$ cat src/dscp_pkg.sv
// dscp_pkg: constants shared by the serial control port files
// assumes nothing beyond a SystemVerilog compiler
package dscp_pkg;
  // register space
  localparam int          ADDR_W      = 5;
  localparam int          BYTE_W      = 8;
  localparam int          NUM_REGS    = 32;
  localparam logic [4:0]  CFG_ADDR    = 5'h00;
  localparam logic [4:0]  ADDR_STEP   = 5'h01;
  // configuration register bit positions
  localparam int          BIT_BIDIR   = 7;
  localparam int          BIT_LSB     = 6;
  localparam int          BIT_SRST    = 5;
  // instruction byte fields
  localparam int          INSTR_RW    = 7;
  localparam int          INSTR_N_HI  = 6;
  localparam int          INSTR_N_LO  = 5;
  localparam int          INSTR_A_HI  = 4;
  // bit counter and byte count values
  localparam logic [2:0]  BIT_FIRST   = 3'h0;
  localparam logic [2:0]  BIT_LAST    = 3'h7;
  localparam logic [2:0]  BIT_STEP    = 3'h1;
  localparam logic [1:0]  CNT_ZERO    = 2'h0;
  localparam logic [1:0]  CNT_STEP    = 2'h1;
  // host serial clock ceiling, MHz, and settling bound in reference cycles
  localparam int          SCLK_MAX_MHZ  = 15;
  localparam int          SETTLE_REF_CYC = 200;
  // synchroniser depth
  localparam int          SYNC_STAGES = 2;
  // port sequencer states, one-hot
  typedef enum logic [3:0]
  {
    DSCP_INSTR = 4'h1,
    DSCP_WRITE = 4'h2,
    DSCP_READ  = 4'h4,
    DSCP_DONE  = 4'h8
  } dscp_state_t;
endpackage : dscp_pkg

$ cat src/dscp_sync.sv
// dscp_sync: two-flop synchronisers for a group of pin inputs
// assumes the pins are asynchronous to clk; outputs are stage two only
`timescale 1ns/1ps
module dscp_sync #(
  parameter int WIDTH = 3
) (
  // clock and reset
  input  wire logic             clk,
  input  wire logic             rst_n,
  // pins in, synchronised copies out
  input  wire logic [WIDTH-1:0] pin_in,
  output logic      [WIDTH-1:0] pin_sync
);
  // one chain per pin; first stage feeds only the second
  genvar i;
  generate
    for (i = 0; i < WIDTH; i++)
    begin : g_chain
      logic [dscp_pkg::SYNC_STAGES-1:0] stage_reg;
      always_ff @(posedge clk or negedge rst_n)
      begin
        if (!rst_n)
          stage_reg <= '0;
        else
          stage_reg <= {stage_reg[dscp_pkg::SYNC_STAGES-2:0], pin_in[i]};
      end
      assign pin_sync[i] = stage_reg[dscp_pkg::SYNC_STAGES-1];
    end
  endgenerate
endmodule : dscp_sync

$ cat src/dscp_port.sv
// dscp_port: serial control port and 32 x 8 configuration register file
// assumes host serial clock well below clk/2 (host limit 15 MHz vs 50 MHz clk);
// the pins are oversampled through dscp_sync and edges found in clk domain
`timescale 1ns/1ps
module dscp_port #(
  parameter int                                         NUM_REGS = dscp_pkg::NUM_REGS,
  parameter logic [dscp_pkg::NUM_REGS*dscp_pkg::BYTE_W-1:0] REG_DEFAULTS = '0
) (
  // clock and reset
  input  wire logic                                     clk,
  input  wire logic                                     rst_n,
  // serial pins from the host
  input  wire logic                                     serial_clk_pin,
  input  wire logic                                     port_select_n,
  input  wire logic                                     serial_data_io_in,
  // bidirectional data pin, drive side
  output logic                                          serial_data_io_out,
  output logic                                          serial_data_io_oe,
  // dedicated output data pin
  output logic                                          serial_data_out_pin,
  output logic                                          serial_data_out_oe,
  // register contents to the converter core, register n at bits 8n+7..8n
  output logic [dscp_pkg::NUM_REGS*dscp_pkg::BYTE_W-1:0] config_regs,
  // one-cycle request to reload the reference_clock_input multiplier
  output logic                                          mult_reload
);

  // synchronised pins
  logic [2:0] pin_sync;
  logic       sclk_s;
  logic       sel_n_s;
  logic       sdi_s;

  // pins cross into clk before anything reads them; select enters inverted
  // so the cleared chain reads as deselected after reset, not as a live cycle
  dscp_sync #(
    .WIDTH    (3)
  ) u_sync (
    .clk      (clk),
    .rst_n    (rst_n),
    .pin_in   ({serial_clk_pin, ~port_select_n, serial_data_io_in}),
    .pin_sync (pin_sync)
  );

  assign sclk_s  = pin_sync[2];
  assign sel_n_s = ~pin_sync[1];
  assign sdi_s   = pin_sync[0];

  // state
  logic [dscp_pkg::BYTE_W-1:0] regs_reg [NUM_REGS];
  dscp_pkg::dscp_state_t       state_reg;
  dscp_pkg::dscp_state_t       state_next;
  logic                        sclk_d_reg;
  logic [dscp_pkg::BYTE_W-1:0] rx_reg;
  logic [2:0]                  bit_cnt_reg;
  logic [dscp_pkg::ADDR_W-1:0] addr_reg;
  logic [1:0]                  left_reg;
  logic [dscp_pkg::BYTE_W-1:0] tx_reg;
  logic [2:0]                  tx_idx_reg;
  logic                        out_bit_reg;
  logic                        io_oe_reg;
  logic                        out_oe_reg;
  logic                        recovered_reg;
  logic                        reload_reg;

  // pattern with bits 3..0 mirroring bits 4..7 and reset bit high or low
  function automatic logic dscp_mirror_ok(input logic [dscp_pkg::BYTE_W-1:0] b);
    dscp_mirror_ok = (b[0] == b[7]) && (b[1] == b[6]) && (b[2] == b[5]) &&
                     (b[3] == b[4]);
  endfunction : dscp_mirror_ok

  // configuration bits read live from register zero
  wire cfg_bidir = regs_reg[dscp_pkg::CFG_ADDR][dscp_pkg::BIT_BIDIR];
  wire cfg_lsb   = regs_reg[dscp_pkg::CFG_ADDR][dscp_pkg::BIT_LSB];

  // edge detection on the synchronised clock; gated by select
  wire sel_active = ~sel_n_s;
  wire sclk_rise  = sel_active & sclk_s & ~sclk_d_reg;
  wire sclk_fall  = sel_active & ~sclk_s & sclk_d_reg;

  // next shift value in the selected order
  wire [dscp_pkg::BYTE_W-1:0] rx_next = cfg_lsb ?
                                        {sdi_s, rx_reg[dscp_pkg::BYTE_W-1:1]} :
                                        {rx_reg[dscp_pkg::BYTE_W-2:0], sdi_s};
  wire byte_done = sclk_rise && (bit_cnt_reg == dscp_pkg::BIT_LAST);

  // instruction decode
  wire                        instr_rd   = rx_next[dscp_pkg::INSTR_RW];
  wire [1:0]                  instr_cnt  = rx_next[dscp_pkg::INSTR_N_HI:dscp_pkg::INSTR_N_LO];
  wire [dscp_pkg::ADDR_W-1:0] instr_addr = rx_next[dscp_pkg::INSTR_A_HI:0];

  // address stepping wraps in five bits by width alone
  wire [dscp_pkg::ADDR_W-1:0] addr_step = cfg_lsb ? addr_reg + dscp_pkg::ADDR_STEP :
                                                     addr_reg - dscp_pkg::ADDR_STEP;

  // write decode
  wire wr_byte   = byte_done && (state_reg == dscp_pkg::DSCP_WRITE);
  wire wr_cfg    = wr_byte && (addr_reg == dscp_pkg::CFG_ADDR);
  wire srst_hit  = wr_cfg && rx_next[dscp_pkg::BIT_SRST];
  wire recov_hit = srst_hit && dscp_mirror_ok(rx_next);
  wire reload_hit = wr_cfg && !rx_next[dscp_pkg::BIT_SRST] &&
                    dscp_mirror_ok(rx_next) && recovered_reg;
  wire last_byte = (left_reg == dscp_pkg::CNT_ZERO);

  // read bit selection in the live order
  wire [2:0] tx_pos = cfg_lsb ? tx_idx_reg : (dscp_pkg::BIT_LAST - tx_idx_reg);
  wire [dscp_pkg::ADDR_W-1:0] rd_addr = (state_reg == dscp_pkg::DSCP_INSTR) ?
                                        instr_addr : addr_step;

  // sequencer next state
  always_comb
  begin
    state_next = state_reg;
    case (state_reg)
      dscp_pkg::DSCP_INSTR:
      begin
        if (byte_done)
          state_next = instr_rd ? dscp_pkg::DSCP_READ : dscp_pkg::DSCP_WRITE;
      end
      dscp_pkg::DSCP_WRITE,
      dscp_pkg::DSCP_READ:
      begin
        if (byte_done && last_byte)
          state_next = dscp_pkg::DSCP_DONE;
      end
      dscp_pkg::DSCP_DONE:
        state_next = dscp_pkg::DSCP_DONE;
      default:
        state_next = dscp_pkg::DSCP_INSTR;
    endcase
  end

  // sequencer state; select high parks it at instruction phase
  always_ff @(posedge clk or negedge rst_n)
  begin
    if (!rst_n)
      state_reg <= dscp_pkg::DSCP_INSTR;
    else if (!sel_active)
      state_reg <= dscp_pkg::DSCP_INSTR;
    else
      state_reg <= state_next;
  end

  // edge history of the synchronised clock
  always_ff @(posedge clk or negedge rst_n)
  begin
    if (!rst_n)
      sclk_d_reg <= 1'b0;
    else
      sclk_d_reg <= sclk_s;
  end

  // receive shifter and bit counter; partial byte dropped on deselect
  always_ff @(posedge clk or negedge rst_n)
  begin
    if (!rst_n)
    begin
      rx_reg      <= '0;
      bit_cnt_reg <= dscp_pkg::BIT_FIRST;
    end
    else if (!sel_active)
    begin
      rx_reg      <= '0;
      bit_cnt_reg <= dscp_pkg::BIT_FIRST;
    end
    else if (sclk_rise)
    begin
      rx_reg      <= rx_next;
      bit_cnt_reg <= bit_cnt_reg + dscp_pkg::BIT_STEP;
    end
  end

  // address and remaining byte count
  always_ff @(posedge clk or negedge rst_n)
  begin
    if (!rst_n)
    begin
      addr_reg <= '0;
      left_reg <= dscp_pkg::CNT_ZERO;
    end
    else if (byte_done && (state_reg == dscp_pkg::DSCP_INSTR))
    begin
      addr_reg <= instr_addr;
      left_reg <= instr_cnt;
    end
    else if (byte_done && !last_byte)
    begin
      addr_reg <= addr_step;
      left_reg <= left_reg - dscp_pkg::CNT_STEP;
    end
  end

  // register file; each byte lands on its own last bit
  always_ff @(posedge clk or negedge rst_n)
  begin
    if (!rst_n)
    begin
      for (int r = 0; r < NUM_REGS; r++)
        regs_reg[r] <= REG_DEFAULTS[r*dscp_pkg::BYTE_W +: dscp_pkg::BYTE_W];
    end
    else if (srst_hit)
    begin
      // register zero keeps the written byte, the rest go to defaults
      for (int r = 1; r < NUM_REGS; r++)
        regs_reg[r] <= REG_DEFAULTS[r*dscp_pkg::BYTE_W +: dscp_pkg::BYTE_W];
      regs_reg[dscp_pkg::CFG_ADDR] <= rx_next;
    end
    else if (wr_byte)
      regs_reg[addr_reg] <= rx_next;
  end

  // recovery flag arms the multiplier reload on the following write to register zero
  always_ff @(posedge clk or negedge rst_n)
  begin
    if (!rst_n)
    begin
      recovered_reg <= 1'b0;
      reload_reg    <= 1'b0;
    end
    else
    begin
      reload_reg <= reload_hit;
      if (recov_hit)
        recovered_reg <= 1'b1;
      else if (wr_cfg)
        recovered_reg <= 1'b0;
    end
  end

  // read byte and bit position; next byte fetched as the current one ends
  always_ff @(posedge clk or negedge rst_n)
  begin
    if (!rst_n)
    begin
      tx_reg     <= '0;
      tx_idx_reg <= dscp_pkg::BIT_FIRST;
    end
    else if (byte_done && (state_next == dscp_pkg::DSCP_READ))
    begin
      tx_reg     <= regs_reg[rd_addr];
      tx_idx_reg <= dscp_pkg::BIT_FIRST;
    end
    else if (sclk_fall && (state_reg == dscp_pkg::DSCP_READ))
      tx_idx_reg <= tx_idx_reg + dscp_pkg::BIT_STEP;
  end

  // outgoing bit changes only on falling edges; order read live so a
  // mid-cycle order change shows on the very next bit
  always_ff @(posedge clk or negedge rst_n)
  begin
    if (!rst_n)
      out_bit_reg <= 1'b0;
    else if (sclk_fall && (state_reg == dscp_pkg::DSCP_READ))
      out_bit_reg <= tx_reg[tx_pos];
  end

  // output enables; released whenever select is high or not reading
  always_ff @(posedge clk or negedge rst_n)
  begin
    if (!rst_n)
    begin
      io_oe_reg  <= 1'b0;
      out_oe_reg <= 1'b0;
    end
    else
    begin
      io_oe_reg  <= sel_active && (state_reg == dscp_pkg::DSCP_READ) && cfg_bidir;
      out_oe_reg <= sel_active && (state_reg == dscp_pkg::DSCP_READ) && !cfg_bidir;
    end
  end

  // flatten the register file for the converter core
  genvar g;
  generate
    for (g = 0; g < NUM_REGS; g++)
    begin : g_flat
      assign config_regs[g*dscp_pkg::BYTE_W +: dscp_pkg::BYTE_W] = regs_reg[g];
    end
  endgenerate

  // outputs straight from flops
  assign serial_data_io_out  = out_bit_reg;
  assign serial_data_io_oe   = io_oe_reg;
  assign serial_data_out_pin = out_bit_reg;
  assign serial_data_out_oe  = out_oe_reg;
  assign mult_reload         = reload_reg;

endmodule : dscp_port

$ cat config.mk
export PLATFORM = sky130hd
export DESIGN_NAME = dscp_port
export DESIGN_NICKNAME = d
export VERILOG_FILES = /design/src/dscp_pkg.sv /design/src/dscp_sync.sv /design/src/dscp_port.sv
export SDC_FILE = /design/constraint.sdc
export NUM_CORES = 1
export LEC_CHECK = 0
export BUFFER_PORTS_ARGS = -buffer_cell sky130_fd_sc_hd__buf_4
export CAP_MARGIN = 0
export CELL_PAD_IN_SITES_DETAIL_PLACEMENT = 0
export CELL_PAD_IN_SITES_GLOBAL_PLACEMENT = 1
export CORE_MARGIN = 3
export CORE_UTILIZATION = 40
export DETAILED_ROUTE_END_ITERATION = 16
export GPL_TIMING_DRIVEN = 0
export PLACE_DENSITY_LB_ADDON = 0.08
export SYNTH_ARGS = -nofsm -noshare
export SYNTH_HDL_FRONTEND = slang
export SYNTH_SLANG_ARGS = --single-unit
$ cat constraint.sdc
create_clock -name clk -period 3.6 [get_ports clk]
set_clock_uncertainty 0.15 [all_clocks]
set_input_delay 0.18 -clock clk [delete_from_list [all_inputs] [get_ports clk]]
set_output_delay 0.18 -clock clk [all_outputs]
set_load 0.02 [all_outputs]
Yosys cells after proc, flatten, opt, wreduce, memory -nomap -nowiden
Cells that the tools add are included.
Storage, ports and cells
  RAM bits: 0
  register bits: 301
  input port bits: 5
  memories: 0
  bits in latches: 0
  bits in read-only memories: 0
Cells by class
  mux-type cells: 31
  shift operators: 0
  reductions and logical operators: 30
  bitwise operators: 9
  $mul: 0
  magnitude comparators: 4
  equality and inequality tests: 11
  add/sub/neg operators: 6
  divide/modulo/power cells: 0
Operators with widths (count)
  $mux 256: 2
  $bwmux 256: 1
  $mux 8: 6
  $bmux 8 s5: 1
  $demux 8 s5: 1
  $logic_and 1x1->1: 20
  $mux 5: 4
  $mux 3: 6
  $ge 6x6->1 const B: 2
  $mux 4: 3
  $not 5->6: 2
  $pmux 4 s3: 1
  $eq 4x3->1 const B: 2
  $reduce_bool 2->1: 4
  $add 3x1->3 const B: 2
  $lt 6x1->1 const B: 1
  $add 5x1->5 const B: 1
  $logic_not 5->1: 1
  $sub 5x1->5 const B: 1
  $and 1x1->1: 4
  $eq 1x1->1: 4
  $eq 4x1->1 const B: 1
  $eq 4x2->1 const B: 1
  $eq 4x4->1 const B: 1
  12 further kinds: 19

Depth between registers and ports, before layout
Gate-level depths: netlist of run 1.
  word-level depth: 9
  gate-level depth with buffers: 12

Hierarchy
Synthesis of run 1 repeated with hierarchy kept, for this count alone.
Second synthesis, totals
  cell total of the unflattened synthesis: 1480
  area total of the unflattened synthesis: 14612.8 um^2
Modules (own cells, without submodules)
  dscp_port: cells an instance 1471, times used 1, area each 14440.1 um^2
  dscp_sync: cells an instance 9, times used 1, area each 172.7 um^2

Worst setup path before layout of run 1
OpenSTA, ideal clock, no wires.
  path kind: flip-flop to flip-flop
  from: register regs_reg (netlist bit config_regs[6])
  to: register tx_reg[0] (netlist name)
  period minus slack after synthesis: 3.469 ns
  path buffers: 3
  library setup time: 0.087 ns
  path slack: 0.131 ns
  data required time: 3.363 ns
  cell stages (with the launch flop): 13
  arrival time: 3.232 ns
  cells stage by stage: dfrtp_1 -> buf_2 -> clkbuf_1 -> inv_1 -> ha_1 -> a21o_1 -> a21oi_1 -> xnor2_1 -> a21oi_4 -> buf_2 -> mux2i_1 -> mux2_2 -> o211ai_1
On the way
  longest elaborated chain between the ends: 6
  elaborated cells between the ends (all ways): 12
  classes of those cells: 1 x eq/ne; 9 x mux; 1 x bitwise; 1 x reduce/logical
RTL lines
  from (decl): RTL line dscp_port.sv:50  | logic [dscp_pkg::BYTE_W-1:0] regs_reg [NUM_REGS];
  from (signal, indexed assignment): RTL line dscp_port.sv:199  | regs_reg[r] <= REG_DEFAULTS[r*dscp_pkg::BYTE_W +: dscp_pkg::BYTE_W];
  from (signal, indexed assignment): RTL line dscp_port.sv:205  | regs_reg[r] <= REG_DEFAULTS[r*dscp_pkg::BYTE_W +: dscp_pkg::BYTE_W];
  from (signal, indexed assignment): RTL line dscp_port.sv:206  | regs_reg[dscp_pkg::CFG_ADDR] <= rx_next;
  $mux 5 / $mux 8 (equally long branches): RTL line dscp_port.sv:93, dscp_port.sv:82
  $mux 5 / $mux 3 (equally long branches): RTL line dscp_port.sv:107, dscp_port.sv:118
  $not 5->6 (implied by the code) / $mux 4 (equally long branches): RTL line dscp_port.sv:240, dscp_port.sv:117
  $bmux 8 s5 / $pmux 4 s3 (equally long branches): RTL line dscp_port.sv:240, dscp_port.sv:114
  $mux 8 (implied by the code) / $eq 4x3->1 (equally long branches): RTL line dscp_port.sv:240, dscp_port.sv:238
  $mux 8 (implied by the code) / $logic_and 1x1->1 (equally long branches): RTL line dscp_port.sv:240, dscp_port.sv:238
  to (signal assigned): RTL line dscp_port.sv:240  | tx_reg <= regs_reg[rd_addr];
  to (decl): RTL line dscp_port.sv:58  | logic [dscp_pkg::BYTE_W-1:0] tx_reg;
Several ways; a longest one is shown, not always the timed one. The select of a mux whose other input is x is not followed.
A chain may end at the register's enable or synchronous reset.

Worst setup path after layout of run 1
  from: register state_reg[3]
  to: register regs_reg (netlist bit config_regs[124])
On the way
  longest elaborated chain between the ends: 5
  elaborated cells between the ends (all ways): 6
  classes of those cells: 1 x eq/ne; 1 x mux; 4 x reduce/logical
RTL lines
  from (decl): RTL line dscp_port.sv:51  | dscp_pkg::dscp_state_t state_reg;
  from (signal assigned): RTL line dscp_port.sv:137  | state_reg <= dscp_pkg::DSCP_INSTR;
  from (signal assigned): RTL line dscp_port.sv:139  | state_reg <= dscp_pkg::DSCP_INSTR;
  from (signal assigned): RTL line dscp_port.sv:141  | state_reg <= state_next;
  $eq 4x2->1 *: RTL line dscp_port.sv:97  | wire wr_byte = byte_done && (state_reg == dscp_pkg::DSCP_WRITE);
  $logic_and 1x1->1 *: RTL line dscp_port.sv:97
  $logic_and 1x1->1: RTL line dscp_port.sv:98  | wire wr_cfg = wr_byte && (addr_reg == dscp_pkg::CFG_ADDR);
  $logic_and 1x1->1: RTL line dscp_port.sv:99  | wire srst_hit = wr_cfg && rx_next[dscp_pkg::BIT_SRST];
  $mux 256 / $reduce_bool 2->1 (equally long branches)
Mark *: on every way between the ends. The rest lies on a longest branch, timed or not.

==> key figures, run 1 <==
Clocking
  • TritonCTS clock tree: yes
  • CTS Sinks: 301
  • CTS Root Buffer Type: clkbuf_16
  • Level count of the clock H-tree: 2
  • Cts bufs inserted: 35
  • Worst-skew pair later-pin latency: slightly above 0.5 ns
  • Buffer depth of the longest clock path: 3
  • Clock slew at the register clock pins of the worst setup and hold paths: 0.06 ns

Global routing
  • Maximum number of pins on one net before global-route repair: ~110
  • Number of global-route vias before repair: 12600
  • Number of antenna violations at the first check in global routing: 0
  • Global-route wire length before repair: 81.9 mm
  • GRT Overall Usage: 0.282
  • Total gr overflow: 0

Setup path
  • Library cell contributing the largest single delay on the critical path: or4b_1
  • Maximum fanout encountered on the critical timing path: 10
  • Worst setup startpoint: state_reg[3]
  • Library cell appearing most often on the critical path: clkbuf_1
  • WP buf/inv: 3
  • Required time of the worst setup path: approximately 3.8 ns
  • Worst setup EP type: register
  • Cells traversed along the worst timing path: clkbuf_1, or4b_1, or2_1, clkbuf_1, nor3_4, buf_2, nand2_1, a21oi_1, nor2_1
  • Delay-heaviest family, CP: simple AND/OR/NAND/NOR gates
  • Stage delay of the slowest cell on the critical path: 0.54 ns
  • Critical path startpoint category: register
  • Critical path arrival: ~3.7 ns
  • Reg-to-reg critical path startpoint: state_reg[3]
  • Crit Path Category: reg2reg

Die
  • Vertical extent of the die: 197 um
  • FP Rows: 69
  • Die area: 0.0387 sq mm
  • Placeable core area: 0.0357 sq mm
  • Number of top-level design ports: 266
  • Starting utilization of the core area: 0.407
  • X dimension of the die: 197 um

Yosys
  • Synthesized net count: about 1500
  • Number of distinct library cell variants in the gate-level netlist after synthesis: 55
  • Seq/Total Area, Yosys: 0.517
  • Cells after Synth: 1482
  • Async set-or-reset flop fraction in the synthesized netlist: 1.00
  • Post-synth design cell area: about 0.015 sq mm
  • Post-synth EDFFs: 0
  • Syn avg cell area: 9.83 sq um
  • Number of warning messages in the yosys log: 0
  • Top FF cell, synth: dfrtp_1
  • Flip-flop and latch count after synthesis: approximately 300

STA
  • Minimum clock period after layout: between 3 and 4 ns
  • Post-route clock period utilization: 0.970
  • Setup violators final: 0
  • Highest achievable clock rate: 286 MHz
  • Final number of hold-violating endpoints: 0
  • Relative slew slack: 0.0169
  • Slew at the pin with the worst max-slew slack: 1.46 ns
  • Count of final max-slew check failures: 0
  • TNS Setup: 0 ns

Finish
  • Max reg flops: 256
  • Synth-to-layout area growth: 27.6%
  • Most frequent standard cell in the layout excluding fill and tap cells: dfrtp_1
  • Commonest cells after routing, fill and taps aside: dfrtp_1 (299), buf_4 (288), nand2_1 (232)
  • Antenna Diode Count: 0
  • Fraction of final layout cells sized beyond drive strength 1: 0.224
  • Final #Nets: around 1800
  • Core Util, Final: 0.520
  • Finished Cell Area: 0.0186 sq mm

Route
  • Number of nets with antenna violations after detailed routing: 0
  • Average routed wire per standard cell: 24.4 um
  • Number of vias in the routed layout: 12800
  • First-pass DRT Iterations: 5
  • Post-detailed-routing wire length: 55.8 mm
  • Drc violations: 0
  • Violation count after the first detailed-routing iteration: slightly below 900
  • Vias/cell: 5.60

Power
  • Leakage: approximately 8.8 nW
  • Worst-case vdd ir drop: approximately 0.23 mV
  • PD cells: 387 mW/mm^2

Worst hold path
  • HP Class: in2async

Place
  • Placed wire-length estimate after detailed placement: 40.2 mm
  • Weighted congestion at the end of routability-driven global placement: around 0.89
  • Placed cell areas: 0.0172 sq mm
  • Count of buffers inserted at the top-level ports: 265

Run status
  • Result of the run: finished, violations left
  • Violated checks: max-capacitance violations

Run
  • Max cap viols: 1
[Yosys cell counts (all sizes together), types with 9 or more instances]
master  number  share of area
a21oi       94          0.033
a22o        17          0.010
buf         42          0.021
clkbuf      47          0.012
dfrtp      300           0.52
inv         13         0.0034
mux2         9         0.0070
mux2i      223           0.15
nand2      233          0.060
nand3       36          0.012
nor2       129          0.033
nor3        18         0.0072
o211ai       9         0.0046
o21ai      236          0.081
xnor2       11         0.0066
[power by group]
| group | switching [mW] | internal [mW] |
|---|---|---|
| Sequential | 0.00453 | 3.39 |
| Clock | 1.43 | 2.09 |
| Combinational | 0.186 | 0.0839 |
| Total | 1.63 | 5.56 |
[final timing paths]
kind                                                       end  slack [ns]  cells after the start
worst max register to register                config_regs[124]        0.11                      9
worst min register to register  u_sync.g_chain[2].stage_reg[1]        0.20                      0
worst min-delay path                         serial_data_io_oe        0.12                      2
worst max-delay path                          config_regs[124]        0.11                      9
max in group asynchronous                     config_regs[215]        2.09                      3
min in group clk                u_sync.g_chain[0].stage_reg[0]        0.17                      2
[worst reg2reg max path, cell delays in order (launching register included)]
cell and delay [ns]:
dfrtp_1 0.35, clkbuf_1 0.20, or4b_1 0.54, or2_1 0.22, clkbuf_1 0.26, nor3_4 0.47
buf_2 0.46, nand2_1 0.40, a21oi_1 0.25, nor2_1 0.06
[area by class of cell]
type / instances / area [sq um]
Timing Repair Buffer: 282 / 2190
Fill cell: 3359 / 17200
Clock buffer: 52 / 1050
Tap cell: 461 / 577
Sequential cell: 301 / 7530
Inverter: 13 / 48.8
Buffer: 88 / 502
Clock inverter: 9 / 72.6
Multi-Input combinational cell: 1079 / 6610
[kinds of logic (layout without fill, tap and decap cells)]
group / count (synthesis) / in the layout / synth area share
simple gates: 449 / 449 / 0.129
flops: 301 / 301 / 0.517
mux: 232 / 232 / 0.161
compound gates: 378 / 378 / 0.141
xor+xnor: 12 / 12 / 0.00722
fa+ha+maj: 8 / 8 / 0.00739
buf+inv: 102 / 444 / 0.0369
[per-layer routing]
metal | global-route usage | vias up | part of all wire
met1 | 0.397 | 6367 | 0.44
met5 | 0 | - | 0
met2 | 0.452 | 509 | 0.46
li1 | - | 5827 | -
met4 | 0.0768 | 0 | 0.027
met3 | 0.0489 | 88 | 0.072
[through the flow]
stage | total power [mW] | instances | setup WS (ns) | hold slack [ns]
4_1_cts | 7.22 | 2275 | -0.114 | 0.165
5_1_grt | 7.39 | 2285 | -0.00781 | 0.176
3_5_place_dp | 3.72 | 2210 | -0.540 | 0.105
2_1_floorplan | 3.59 | 1482 | 0.131 | -0.266
6_report | 7.19 | 2285 | 0.109 | 0.122
3_3_place_gp | 3.71 | 2208 | -0.658 | 0.140
[what timing repair did]
item | in CTS | in global routing
hold endpoints to repair | 91 | 0
pin swaps | 1 | 4
setup buffers | 1 | 9
setup endpoints to repair | 80 | 224
hold buffers | 4 | 0
resized for setup | 13 | 16
Power figures use the tool's default switching activity.
==> inputs of run 2 (changes only) <==
CTS_BUF_LIST = sky130_fd_sc_hd__clkbuf_4   (was not set)
GPL_TIMING_DRIVEN = 1   (was 0)
==> run 2 against run 1 <==
Against the previous run: the flow now finishes without violations; final cell count increased by 1.9%; core utilization decreased by 0.36 points; global-route usage decreased by 0.14 points; first-iteration DRC count decreased by 8.7%; via count increased by 0.55%; sequential share of layout area increased by 0.27 points; final area decreased by 0.69%; sequential cell count unchanged; die area unchanged; setup slack improved by 0.090 ns.
==> key figures, run 2 (synthesis results as in run 1) <==
Run status
  • Result of the run: complete, no violations

Route
  • First-pass DRT Iterations: 5 (unchanged)
  • Average routed wire per standard cell: 23.5 um (-3.7%)
  • Post-Route M1 WL: 24.2 mm (-0.34%)
  • Vias/cell: 5.52 (-1.3%)
  • Length of routed met2 wiring: 25.8 mm (-0.41%)
  • Number of nets with antenna violations after detailed routing: 0 (unchanged)
  • Number of vias in the routed layout: 12900 (+0.55%)
  • Highest routed layer: met4
  • Post-detailed-routing wire length: 54.7 mm (-1.9%)
  • Violation count after the first detailed-routing iteration: 795 (-8.7%)
  • Drc violations: 0 (unchanged)
  • Met3 Routed Length: 3.22 mm (-20%)

STA
  • Slew at the pin with the worst max-slew slack: 1.08 ns (-0.379 ns)
  • Post-route clock period utilization: 0.945 (-0.0250)
  • TNS Setup: 0 ns (unchanged)
  • Minimum clock period after layout: 3.40 ns (-0.0901 ns)
  • Highest achievable clock rate: 294 MHz (+2.7%)
  • Final number of hold-violating endpoints: 0 (unchanged)
  • Setup violators final: 0 (unchanged)
  • Count of final max-slew check failures: 0 (unchanged)
  • Relative slew slack: 0.271 (+0.255)
  • Unrepaired setup endpoints after global routing: no

Clocking
  • Worst-skew pair later-pin latency: 0.76 ns (+0.25 ns)
  • Cts bufs inserted: 85 (+140%)
  • TritonCTS clock tree: yes
  • Buffer depth of the longest clock path: 3 (unchanged)
  • Level count of the clock H-tree: 3 (+1)
  • Clock slew at the register clock pins of the worst setup and hold paths: 0.07 ns (about the same)
  • CTS Root Buffer Type: clkbuf_4
  • CTS Sinks: 301 (unchanged)
  • Number of buffers added for setup after CTS: 0 (-1)

Finish
  • Commonest cells after routing, fill and taps aside: buf_4 (302), dfrtp_1 (300), nand2_1 (232)
  • Most frequent standard cell in the layout excluding fill and tap cells: buf_4
  • Max reg flops: 256 (unchanged)
  • Layout filler cell count: 3406 (+1.4%)
  • Synth-to-layout area growth: 26.7%
  • Core Util, Final: 0.516 (-0.00357)
  • Final #Nets: 1816 (+0.17%)
  • Fraction of final layout cells sized beyond drive strength 1: 0.256 (+0.0314)

Run
  • Max cap viols: 0 (-1)

Setup path
  • Critical path arrival: 3.84 ns (+0.12 ns)
  • Maximum fanout encountered on the critical timing path: 38 (+28)
  • Critical path startpoint category: register
  • Number of cells traversed by the worst register-to-register path: 9 (unchanged)
  • Worst setup EP type: register
  • Required time of the worst setup path: 4.04 ns (+0.21 ns)
  • Crit Path Category: reg2reg

Die
  • Placeable core area: 0.0357 sq mm (unchanged)
  • Number of top-level design ports: 266 (unchanged)
  • Starting utilization of the core area: 0.407 (unchanged)
  • FP Rows: 69 (unchanged)
  • Vertical extent of the die: 197 um (unchanged)
  • Die area: 0.0387 sq mm (unchanged)
  • X dimension of the die: 197 um (unchanged)

Power
  • Worst-case vdd ir drop: 0.280 mV (+21%)
  • Clock Power Share: 0.466 (-0.024)
  • Net Switching: 1.70 mW (+4.5%)
  • Comb power frac: 0.038 (about the same)
  • PD cells: 371 mW/mm^2 (-4.0%)
  • Total power draw: 6.85 mW (-4.7%)
  • Share of total power in sequential cells: 0.495 (+0.023)
  • Leakage: 8.80 nW (+0.37%)
  • Internal Power: 5.15 mW (-7.4%)
  • Net switching fraction of the power: 0.248 (+0.0218)

Global routing
  • Global-route wire length before repair: 82.6 mm (+0.93%)
  • GRT Overall Usage: 0.280 (-0.00140)
  • Total gr overflow: 0 (unchanged)
  • Number of global-route vias before repair: 12900 (+2.6%)
  • Number of antenna violations at the first check in global routing: 1 (+1)
  • Maximum number of pins on one net before global-route repair: 85 (-25%)

Place
  • Weighted congestion at the end of routability-driven global placement: 0.880 (-1.5%)
  • Count of buffers inserted at the top-level ports: 265 (unchanged)
  • Placed wire-length estimate after detailed placement: 37.5 mm (-6.8%)

Worst hold path
  • HP Class: reg2reg
  • Cell count of the worst hold path: 0
## run 2: final timing paths
check	from	to	slack, ns
worst max-delay path	state_reg[2]	config_regs[102]	0.20
worst min-delay path	u_sync.g_chain[0].stage_reg[0]	u_sync.g_chain[0].stage_reg[1]	0.20
worst max register to register	state_reg[2]	config_regs[102]	0.20
worst min register to register	u_sync.g_chain[0].stage_reg[0]	u_sync.g_chain[0].stage_reg[1]	0.20
max in group asynchronous	rst_n	config_regs[227]	2.31
min in group asynchronous	rst_n	state_reg[0]	0.43
## run 2: what timing repair did
action | in CTS | in global routing
gates resized for setup | 0 | 0
hold endpoints to repair | 304 | 0
hold buffers | 9 | 0
## run 2: worst max-delay path: stages, from the launching register on
cell     delay, ns
dfrtp_1       0.38
buf_4         0.17
or4b_1        0.56
or2_1         0.35
or3_1         0.55
nor2_4        0.38
buf_12        0.28
a21oi_1       0.17
nand2_1       0.13
o21ai_0       0.09
## run 2: area by class of cell
type	instances	area, sq um	area share
sequential	301	7530	0.408
multi-input combinational	1079	6620	0.358
timing repair buffer	323	2610	0.141
clock buffer	127	953	0.0517
tap	461	577	0.0313
clock inverter	23	115	0.00624
inverter	13	48.8	0.00264
antenna	1	2.50	0.000136
## run 2: per-layer routing
| layer | vias to the layer above | track usage |
|---|---|---|
| met5 | - | 0 |
| met3 | 103 | 0.0509 |
| met2 | 471 | 0.456 |
| met4 | 0 | 0.0845 |
| met1 | 6396 | 0.386 |
| li1 | 5891 | - |
## run 2: power by group through the flow
stage	logic [mW]	registers [mW]	clock network, mW
6_report	0.263	3.39	3.20
4_1_cts	0.268	3.39	3.27
2_1_floorplan	0.131	3.45	0
3_5_place_dp	0.255	3.46	0
3_3_place_gp	0.253	3.46	0
5_1_grt	0.283	3.39	3.46
## run 2: through the flow
step	instances	hold WS, ns	setup slack, ns	instance area (sq um)
after global placement	2168	0.0612	0.271	17300
after detailed placement	2168	0.0630	0.237	17300
final	2328	0.203	0.199	18500
after floorplan	1482	-0.266	0.131	14600
after CTS	2327	0.208	0.235	18500
after global routing	2328	0.219	0.0635	18500
